===== src/hw/mcr_pkg.sv =====
`default_nettype none
package mcr_pkg;
   // register addresses
   localparam logic [6:0] ADDR_INPUT_RANGE = 7'h38;
   localparam logic [6:0] ADDR_OUT_CLEAR = 7'h39;
   localparam logic [6:0] ADDR_UPDATE_MODE = 7'h3a;
   localparam logic [6:0] ADDR_POWER = 7'h3b;
   localparam logic [6:0] ADDR_RESET_KEY = 7'h3e;
   localparam logic [6:0] ADDR_IDENT = 7'h40;
   // reset values
   localparam logic [15:0] RST_INPUT_RANGE = 16'hff00;
   localparam logic [15:0] RST_ZERO = 16'h0000;
   // writable masks: reserved bits stay zero
   localparam logic [15:0] MASK_INPUT_RANGE = 16'hff00;
   localparam logic [15:0] MASK_OUT_CHAN = 16'h000f;
   localparam logic [15:0] MASK_POWER = 16'h7e00;
   // power field positions
   localparam int POS_ADC_POWER = 14;
   localparam int POS_REF_POWER = 13;
   localparam int POS_OUT0_POWER = 12;
   localparam int POS_OUT3_POWER = 9;
   // reset key and block time
   localparam logic [15:0] RESET_KEY = 16'h6600;
   localparam int CLK_MHZ = 200;
   localparam int RESET_BLOCK_US = 30;
   localparam int RESET_BLOCK_CYC = RESET_BLOCK_US * CLK_MHZ;
endpackage
`default_nettype wire


===== src/hw/mcr_field_reg.sv =====
`default_nettype none
// masked 16-bit register cell
module mcr_field_reg
   import mcr_pkg::*;
#(
   parameter logic [15:0] RESET_VAL = 16'h0000,
   parameter logic [15:0] MASK = 16'hffff
) (
   input wire logic mclk,
   input wire logic resetn,
   input wire logic soft_clear,
   input wire logic wr_en,
   input wire logic [15:0] wr_data,
   output logic [15:0] value
);
   // reserved bits never store
   always_ff @(posedge mclk or negedge resetn) begin
      if (!resetn) begin
         value <= RESET_VAL;
      end else if (soft_clear) begin
         value <= RESET_VAL;
      end else if (wr_en) begin
         value <= wr_data & MASK;
      end
   end
endmodule
`default_nettype wire


===== src/hw/mcr_config_regs.sv =====
`default_nettype none
// What this block does
// - clear bit zero lets that output run normally
// - update-mode bit one is synchronous, zero asynchronous, per channel
// - power bit 14 turns primary converter on; resets to zero
// - power bit 13 enables reference buffer and drives the reference pin
// - power bits 12..9 enable outputs 0..3; off means high impedance
// - only key 0x6600 written to the reset register starts a full reset
// - serial accesses are ignored while the soft reset runs
// - identifier register is fixed, read-only, writes ignored
// - input-range resets to 0xff00, the others except the fixed identifier to zero
// - reserved bits of clear, update-mode and power reset to zero
module mcr_config_regs
   import mcr_pkg::*;
#(
   parameter logic [15:0] PART_ID = 16'h0a5a, // arbitrary value
   parameter int BLOCK_CYC = RESET_BLOCK_CYC
) (
   input wire logic mclk,
   input wire logic resetn,
   input wire logic reg_wr,
   input wire logic reg_rd,
   input wire logic [6:0] reg_addr,
   input wire logic [15:0] reg_wdata,
   output logic [15:0] reg_rdata,
   output logic reg_rvalid,
   output logic serial_blocked,
   output logic soft_reset_pulse,
   output logic [7:0] input_range,
   output logic [3:0] analog_output_force_zero,
   output logic [3:0] analog_output_update_mode,
   output logic [3:0] analog_output_n_enable,
   output logic adc_power,
   output logic ref_buffer_on,
   output logic ref_pin_drive
);
   localparam int CW = $clog2(BLOCK_CYC + 1);

   // refuse settings the logic cannot serve: a window of zero cycles would
   // never block, and the enable decode below assumes the power field layout
   if (BLOCK_CYC < 1) begin : g_bad_block
      $error("block time must be at least one cycle");
   end
   if (POS_OUT0_POWER - POS_OUT3_POWER != 3) begin : g_bad_outputs
      $error("output enables must sit in four adjacent power bits");
   end
   if (!MASK_POWER[POS_ADC_POWER] || !MASK_POWER[POS_OUT3_POWER]) begin : g_bad_mask
      $error("power mask must keep the converter and output enable bits");
   end

   // register map, all words 16 bits
   //    0x38 input range, bits 15:8, resets to 0xff00
   //    0x39 output clear, bits 3:0, resets to zero
   //    0x3a update mode, bits 3:0, resets to zero
   //    0x3b power, bits 14:9, resets to zero
   //    0x3e reset key, any other word stored, the key itself starts a reset
   //    0x40 identifier, fixed, writes dropped

   logic [CW-1:0] block_cnt;
   logic [15:0] range_q;
   logic [15:0] clear_q;
   logic [15:0] mode_q;
   logic [15:0] power_q;
   logic [15:0] key_q;
   logic [15:0] next_rdata;

   // address decode, one select per mapped register; at most one is high,
   // so the read mux needs no priority and unmapped words read zero
   wire sel_range = (reg_addr == ADDR_INPUT_RANGE);
   wire sel_clear = (reg_addr == ADDR_OUT_CLEAR);
   wire sel_mode = (reg_addr == ADDR_UPDATE_MODE);
   wire sel_power = (reg_addr == ADDR_POWER);
   wire sel_key = (reg_addr == ADDR_RESET_KEY);
   wire sel_ident = (reg_addr == ADDR_IDENT);

   // requests are dropped while the reset runs; the host gets no answer,
   // which is how it tells a blocked read from a read of zero
   wire acc_ok = !serial_blocked;
   wire wr_ok = reg_wr && acc_ok;
   wire rd_ok = reg_rd && acc_ok;

   // write strobes; the identifier has none, so a write there is lost
   wire wr_range = wr_ok && sel_range;
   wire wr_clear = wr_ok && sel_clear;
   wire wr_mode = wr_ok && sel_mode;
   wire wr_power = wr_ok && sel_power;
   wire wr_key = wr_ok && sel_key;

   // only the full key word starts the reset; a near miss is just stored
   wire key_match = (reg_wdata == RESET_KEY);
   wire key_hit = wr_key && key_match;
   wire key_store = wr_key && !key_match;

   // window is open while the counter is not yet back at zero
   assign serial_blocked = (block_cnt != '0);

   // soft reset returns every register to its reset value on the key edge;
   // the window then keeps writes out until the host may talk again
   wire soft_clear = key_hit;

   // input range keeps only its high byte; the low byte is reserved
   mcr_field_reg #(
      .RESET_VAL(RST_INPUT_RANGE),
      .MASK(MASK_INPUT_RANGE)
   ) u_range (
      .mclk(mclk),
      .resetn(resetn),
      .soft_clear(soft_clear),
      .wr_en(wr_range),
      .wr_data(reg_wdata),
      .value(range_q)
   );

   // output clear bits, one per channel
   mcr_field_reg #(
      .RESET_VAL(RST_ZERO),
      .MASK(MASK_OUT_CHAN)
   ) u_clear (
      .mclk(mclk),
      .resetn(resetn),
      .soft_clear(soft_clear),
      .wr_en(wr_clear),
      .wr_data(reg_wdata),
      .value(clear_q)
   );

   // update-mode bits, one per channel
   mcr_field_reg #(
      .RESET_VAL(RST_ZERO),
      .MASK(MASK_OUT_CHAN)
   ) u_mode (
      .mclk(mclk),
      .resetn(resetn),
      .soft_clear(soft_clear),
      .wr_en(wr_mode),
      .wr_data(reg_wdata),
      .value(mode_q)
   );

   // power bits; bit 15 and the low nine bits never store
   mcr_field_reg #(
      .RESET_VAL(RST_ZERO),
      .MASK(MASK_POWER)
   ) u_power (
      .mclk(mclk),
      .resetn(resetn),
      .soft_clear(soft_clear),
      .wr_en(wr_power),
      .wr_data(reg_wdata),
      .value(power_q)
   );

   // key register holds last value written; the reset itself zeroes it,
   // so a read after the window shows zero rather than the key
   mcr_field_reg #(
      .RESET_VAL(RST_ZERO),
      .MASK(16'hffff)
   ) u_key (
      .mclk(mclk),
      .resetn(resetn),
      .soft_clear(soft_clear),
      .wr_en(key_store),
      .wr_data(reg_wdata),
      .value(key_q)
   );

   // blocking window counter, host must honour it anyway
   always_ff @(posedge mclk or negedge resetn) begin
      if (!resetn) begin
         block_cnt <= '0;
      end else if (key_hit) begin
         block_cnt <= CW'(BLOCK_CYC);
      end else if (serial_blocked) begin
         block_cnt <= block_cnt - 1'b1;
      end
   end

   always_ff @(posedge mclk or negedge resetn) begin
      if (!resetn) begin
         soft_reset_pulse <= 1'b0;
      end else begin
         soft_reset_pulse <= key_hit;
      end
   end

   // identifier is a wired constant with no storage behind it
   wire [15:0] part_identifier_field = PART_ID;

   // read mux as an and-or of the one-hot selects
   assign next_rdata = ({16{sel_range}} & range_q)
      | ({16{sel_clear}} & clear_q)
      | ({16{sel_mode}} & mode_q)
      | ({16{sel_power}} & power_q)
      | ({16{sel_key}} & key_q)
      | ({16{sel_ident}} & part_identifier_field);

   always_ff @(posedge mclk or negedge resetn) begin
      if (!resetn) begin
         reg_rdata <= 16'h0000;
         reg_rvalid <= 1'b0;
      end else begin
         reg_rvalid <= rd_ok;
         if (rd_ok) begin
            reg_rdata <= next_rdata;
         end
      end
   end

   // per-channel clear bits, named after the output they steer
   wire out0_force_zero = clear_q[0];
   wire out1_force_zero = clear_q[1];
   wire out2_force_zero = clear_q[2];
   wire out3_force_zero = clear_q[3];

   // per-channel update-mode bits
   wire out0_update_mode = mode_q[0];
   wire out1_update_mode = mode_q[1];
   wire out2_update_mode = mode_q[2];
   wire out3_update_mode = mode_q[3];

   // power enables run downwards: bit 12 is output 0, bit 9 is output 3
   wire out0_power = power_q[POS_OUT0_POWER];
   wire out1_power = power_q[POS_OUT0_POWER - 1];
   wire out2_power = power_q[POS_OUT0_POWER - 2];
   wire out3_power = power_q[POS_OUT3_POWER];

   // range field drives the input scaling
   assign input_range = range_q[15:8];

   // a set clear bit overrides the output until it is written back to zero
   assign analog_output_force_zero = {out3_force_zero, out2_force_zero, out1_force_zero,
      out0_force_zero};

   // one selects synchronous update, zero asynchronous
   assign analog_output_update_mode = {out3_update_mode, out2_update_mode, out1_update_mode,
      out0_update_mode};

   // a low enable leaves that output floating in the analog section
   assign analog_output_n_enable = {out3_power, out2_power, out1_power, out0_power};

   // converter follows its power bit directly
   assign adc_power = power_q[POS_ADC_POWER];

   // with the buffer off the pin is left as an input for an outside reference
   assign ref_buffer_on = power_q[POS_REF_POWER];
   assign ref_pin_drive = power_q[POS_REF_POWER];
endmodule
`default_nettype wire


===== config.mk =====
export PLATFORM = sky130hd
export DESIGN_NAME = mcr_config_regs
export DESIGN_NICKNAME = d
export VERILOG_FILES = /design/src/hw/mcr_pkg.sv /design/src/hw/mcr_field_reg.sv /design/src/hw/mcr_config_regs.sv
export SDC_FILE = /design/constraint.sdc
export NUM_CORES = 1
export LEC_CHECK = 0
export BUFFER_PORTS_ARGS = -buffer_cell sky130_fd_sc_hd__buf_2
export CAP_MARGIN = 10
export CORE_ASPECT_RATIO = 0.7
export CORE_MARGIN = 2
export CORE_UTILIZATION = 49
export CTS_BUF_LIST = sky130_fd_sc_hd__clkbuf_8
export DETAILED_ROUTE_END_ITERATION = 6
export PLACE_DENSITY = 0.73
export SLEW_MARGIN = 15
export SYNTH_ARGS = -nofsm -noshare
export SYNTH_HDL_FRONTEND = slang
export SYNTH_SLANG_ARGS = --single-unit
export TNS_END_PERCENT = 100

===== constraint.sdc =====
create_clock -name mclk -period 5.3 [get_ports mclk]
set_input_delay 0 -clock mclk [delete_from_list [all_inputs] [get_ports mclk]]
set_output_delay 0 -clock mclk [all_outputs]
set_load 0.05 [all_outputs]

# Word-level counts from Yosys, hierarchy flattened
# Cells that the tools add are included.
[word_totals]
ff_bits = 111
latch_bits = 0
mem_bits_rw = 0
romBits = 0
output_inout_bits = 42
word_cells = 57
memories = 0
[classes]
n_addsub = 1
multipliers = 0
div_mod_pow = 0
n_lt_le_gt_ge = 0
n_eq_ne = 7
shift = 0
muxes = 12
n_bitwise = 10
n_reduce_logical = 18
[ops]
columns = ["cell", "count"]
rows = [
  ["two-way mux 16 bit", 10],
  ["AND 16 bit", 5],
  ["OR 16 bit", 4],
  ["== test 7 x 6 -> 1 bit (second input constant)", 5],
  ["two-way mux 13 bit", 2],
  ["== test 16 x 15 -> 1 bit (second input constant)", 1],
  ["OR 16 x 12 -> 16 bit", 1],
  ["nonzero test 13 bit", 1],
  ["subtractor 13 x 1 -> 13 bit (second input constant)", 1],
  ["nonzero test 2 bit", 6],
  ["logical AND 1 bit", 9],
  ["== test 7 bit (second input constant)", 1],
  ["zero test 1 bit", 2],
]

# Logic depth before layout (Yosys ltp)
[logic_depth]
depth_word = 7
ltp_mapped = 9

# Hierarchy
# From an unflattened synthesis, not the netlist that was laid out.
[unflattened]
hier_cells = 417
area_unflattened_um2 = 4056.4
[modules_own_cells]
columns = ["module", "n_inst", "cells_per_inst", "area_each_um2"]
rows = [
  ["mcr_config_regs", 1, 248, 2148.3],
  ["mcr_field_reg at u_key", 1, 52, 660.6],
  ["mcr_field_reg at u_clear ...", 2, 26, 254.0],
  ["mcr_field_reg at u_range", 1, 35, 416.6],
  ["mcr_field_reg at u_power", 1, 30, 322.8],
]

# Least setup slack after synthesis
# No wires, ideal clock.
[synth_path]
kind = "reg-to-reg"
start = "register block_cnt[10]"
end = "register u_mode.value[1]"
setup_time_ns = 0.123
t_arrival_ns = 2.205
setup_slack_ns = 2.972
path_stages_with_launch = 8
period_less_slack_ns = 2.328
path_cell_list = "dfrtp_1 or4_4 or4_4 or3_1 buf_4 inv_6 buf_6 o2bb2ai_1"
[synth_between]
elab_chain_len = 6
[synth_rtl]
columns = ["item", "line", "source"]
rows = [
  ["start: declaration", "mcr_config_regs.sv:59", "logic [CW-1:0] block_cnt;"],
  ["start signal: assignment", "mcr_config_regs.sv:172", "block_cnt <= CW'(BLOCK_CYC);"],
  ["start signal: assignment", "mcr_config_regs.sv:174", "block_cnt <= block_cnt - 1'b1;"],
  ["nonzero test 13 bit (*)", "mcr_config_regs.sv:95", "assign serial_blocked = (block_cnt != '0);"],
  ["zero test 1 bit (*)", "mcr_config_regs.sv:78", "wire acc_ok = !serial_blocked;"],
  ["logical AND 1 bit (*)", "mcr_config_regs.sv:79", "wire wr_ok = reg_wr && acc_ok;"],
  ["logical AND 1 bit (*)", "mcr_config_regs.sv:87", "wire wr_key = wr_ok && sel_key;"],
  ["logical AND 1 bit (*)", "mcr_config_regs.sv:91", "wire key_hit = wr_key && key_match;"],
  ["via key_hit", "mcr_config_regs.sv:91", ""],
  ["two-way mux 16 bit / nonzero test 2 bit (equally long branches)", "-", ""],
  ["end signal: assignment", "mcr_field_reg.sv:23", "value <= wr_data & MASK;"],
  ["end: declaration", "mcr_field_reg.sv:14", "output logic [15:0] value"],
]
# Mark *: on every way through the listed nets, which the timed path passes. The rest lies on a longest branch.
# A chain may end at the register's enable or synchronous reset.

# Final worst setup path
[layout_path]
start = "register block_cnt[6]"
end = "register reg_rdata[14]"
[layout_between]
elab_chain_len = 3
[layout_rtl]
columns = ["item", "line", "source"]
rows = [
  ["nonzero test 13 bit", "mcr_config_regs.sv:95", ""],
  ["zero test 1 bit", "mcr_config_regs.sv:78", ""],
  ["logical AND 1 bit", "mcr_config_regs.sv:80", "wire rd_ok = reg_rd && acc_ok;"],
  ["end signal: assignment", "mcr_config_regs.sv:204", "reg_rdata <= next_rdata;"],
  ["end: declaration", "mcr_config_regs.sv:25", "output logic [15:0] reg_rdata,"],
]
# No other way between the ends.

==> impl_metrics.yaml <==
outcome:
  outcome: "completed"
pwr:
  peakVddDrop_mv: 0.172
  power_density_nw_per_um2: 258
  seq_power_share: 0.499
  p_comb_frac: 0.047
  clock_power_share: 0.454
  cellLeakagePower_nw: 1.92
  power.share.switching: 0.230
  p_int_uw: 813
  power.net_switching_uw: 243
worst_setup_path:
  rr_endpoint: "reg_rdata[14]"
  endpoint_kind: "flip-flop"
  cp_max_fo: 15
  critical_path_required_ps: 5530
  critPathArrivalTime_ps: 3070
  timing.critical_path.from: "block_cnt[6]"
  worstSetupPathType: "flip-flop to flip-flop"
  r2r_setup_slk_ps: 2460
  worstRegToRegCells: 4
  crit_path_end: "reg_rdata[14]"
  regToRegStartpoint: "block_cnt[6]"
  critical_path.startpoint_type: "flip-flop"
logic_synthesis:
  synth_cell_type_count: 49
  post_syn_instances: 313
  seq_area_frac_synth: 0.523
  postSynth.asyncResetShare: 1.00
  syn-cell-area_um2: 3320
  yosys_register_bits: 69
  synth_enable_flop_cells: 0
  synth_xor_xnor_area_share: 0.0105
  simple_gate_area_share_of_the_yosys_netlist: 0.183
  synth_compound_area_frac: 0.164
  syn-num-nets: 341
  combinational_family_with_the_most_area_after_synthesis: "simple AND/OR/NAND/NOR gates"
  yosys-mux-area-fraction: 0.0798
  synth_adder_area_share: 0.00377
  postSynthAreaPerCell_um2: 10.6
  synth_flop_cell: "sky130_fd_sc_hd__dfrtp_1"
  synth_warnings: 0
clocking:
  cts_tree: "yes"
  total_cts_buffers: 9
  ctsHoldBuffers: 17
  h_tree_depth_reported_by_cts: 3
  post-cts-setup-buffers: 0
  post_cts_resized: 0
  clkSinkCount: 69
  clock_pin_slew_on_the_worst_setup_and_hold_paths_ps: 80
  cell_chosen_for_the_clock_root: "sky130_fd_sc_hd__clkbuf_8"
  max_root_sink_buffers: 2
  clk_latency_ps: 360
placement:
  place.port_buffers: 68
  detailedPlacementHpwl_mm: 6.13
  count_of_placed_standard_cells_including_taps: 457
  globalplace.congestion: 0.900
floorplanning:
  fp.coreArea_um2: 6660
  chipHeight_um: 72.9
  ports_placed_on_the_boundary: 69
  die_area_um2: 7470
  floorplan.rows: 25
  initial_core_utilization: 0.499
  floorplan.die.width_um: 102
flow_run:
  drv.max_cap_violation_count: 0
sta:
  finalCriticalPeriod_ps: 2840
  timing_hold_violations_final: 0
  rsz0062_at_grt: "false"
  setup_viol: 0
  final.setup.tns_ps: 0
  max-slew-margin-rel: 0.390
  fmax_mhz: 353
  timing.clock.skew_ps: 9.82
  final.period_utilization: 0.535
  worstMarginPinSlew_ps: 911
  slew_viol_final: 0
global_route:
  globalRoute.totalOverflow: 0
  grt_max_degree: 70
  grt_util_all_layers: 0.254
  global_route_wire_length_before_repair_mm: 14.2
  grt_antenna_before_repair: 0
  first_global_vias: 2734
layout:
  layout.cells.most_common_list: "sky130_fd_sc_hd__buf_2 (68), sky130_fd_sc_hd__dfrtp_1 (61), sky130_fd_sc_hd__o21ai_0 (38), sky130_fd_sc_hd__nand3_1 (27), sky130_fd_sc_hd__nand2_1 (21)"
  finalNetCount: 419
  drive_above_1_share: 0.311
  antenna-diode-count: 0
  layout_commonest_cell: "sky130_fd_sc_hd__buf_2"
  syn_to_final_growth_pct: 23.0
  stdcell_count: 490
route:
  drc: 0
  detail-route-antenna-nets: 0
  dr.pass1.iters: 5
  detail_route.iter0.violations: 204
  via_count: 2925
  route.final.wire_length_mm: 8.90
  routedWlPerCell_um: 18.2
  drt-vias-per-instance: 5.97
min_path:
  hold_path.class: "input port to flip-flop"
  timing.hold.worst.start: "reg_rd"
==> cells by family (layout without fill, tap and decap cells) <==
logic type | count (synthesis) | after routing
buffers and inverters | 26 | 109
XOR/XNOR | 4 | 4
AO/OA/AOI/OAI | 84 | 84
AND/OR/NAND/NOR | 105 | 105
multiplexers | 24 | 24
adder cells (fa/ha/maj) | 1 | 1
flip-flops | 69 | 69
==> power by group through the flow <==
stage                     Sequential (mW)  Clock, mW  Combinational [mW]
after detailed placement            0.536          0              0.0396
after floorplan                     0.537          0             0.00992
after global routing                0.526      0.508              0.0549
final                               0.526      0.480              0.0496
after global placement              0.536          0              0.0393
after CTS                           0.526      0.488              0.0493
==> area by class of cell <==
type                    count  area, um2
repair buffers             86        518
multi-input cells         218       1460
flip-flops and latches     69       1740
clock inverters             7       97.6
fillers                   559       2570
clock buffers               9        124
well taps                  94        118
inverters                   7       31.3
==> Yosys cell counts (4+ instances only) <==
library cell	count	area [um2]
sky130_fd_sc_hd__dfrtp_1	61	1530
sky130_fd_sc_hd__o21ai_0	38	190
sky130_fd_sc_hd__nand3_1	27	135
sky130_fd_sc_hd__nand2_1	21	78.8
sky130_fd_sc_hd__mux2_2	20	225
sky130_fd_sc_hd__o2bb2ai_1	14	123
sky130_fd_sc_hd__clkbuf_1	12	45.0
sky130_fd_sc_hd__a21oi_1	8	40.0
sky130_fd_sc_hd__dfstp_2	8	210
sky130_fd_sc_hd__nor2_1	8	30.0
sky130_fd_sc_hd__a2bb2oi_1	6	52.6
sky130_fd_sc_hd__nor3_1	6	30.0
sky130_fd_sc_hd__and2_1	5	31.3
sky130_fd_sc_hd__inv_1	5	18.8
sky130_fd_sc_hd__nor4_1	5	31.3
sky130_fd_sc_hd__a22o_1	4	35.0
sky130_fd_sc_hd__a22oi_1	4	30.0
sky130_fd_sc_hd__mux2i_1	4	40.0
sky130_fd_sc_hd__or3b_2	4	35.0
sky130_fd_sc_hd__xnor2_1	4	35.0
==> worst min path at each step <==
stage / end / depth (start not counted) / slack [ps]
after CTS: reg_rdata[5] / 3 / 40
after global routing: reg_rdata[5] / 3 / 50
final: reg_rdata[5] / 3 / 40
after global placement: block_cnt[3] / 2 / 250
after floorplan: block_cnt[0] / 0 / -300
after detailed placement: block_cnt[3] / 2 / 250
==> state kept, by name (all words and copies together), names as in the netlist <==
| name | cells |
|---|---|
| soft_reset_pulse | 1 |
| reg_rdata | 16 |
| u_key.value | 16 |
| block_cnt | 13 |
| u_power.value | 6 |
| reg_rvalid | 1 |
| u_mode.value | 4 |
| u_clear.value | 4 |
| u_range.value | 8 |
==> worst max-delay path: stages, from the launching register on <==
cell and delay [ps]:
sky130_fd_sc_hd__dfrtp_1 420, sky130_fd_sc_hd__or4_1 630, sky130_fd_sc_hd__or4_4 550, sky130_fd_sc_hd__nor2_2 700
sky130_fd_sc_hd__mux2_2 410
==> stage by stage <==
step	power, mW	hold WS (ps)	utilization	setup slack, ps	instance area, um2
CTS	1.06	36.6	0.614	2510	4090
detailed placement	0.576	249	0.555	2520	3700
finish	1.06	44.8	0.614	2460	4090
global route	1.09	54.0	0.614	2290	4090
global placement	0.576	251	0.555	2520	3700
floorplan	0.547	-296	-	2970	3320
==> metal layers <==
layer	wire, um	vias up	GRT usage
li1	-	1333	-
met1	4250	1457	0.378
met2	3810	125	0.358
met3	774	10	0.0910
met4	66	0	0.0519
met5	0	-	0
No activity file was read; power rests on OpenSTA's default activity.
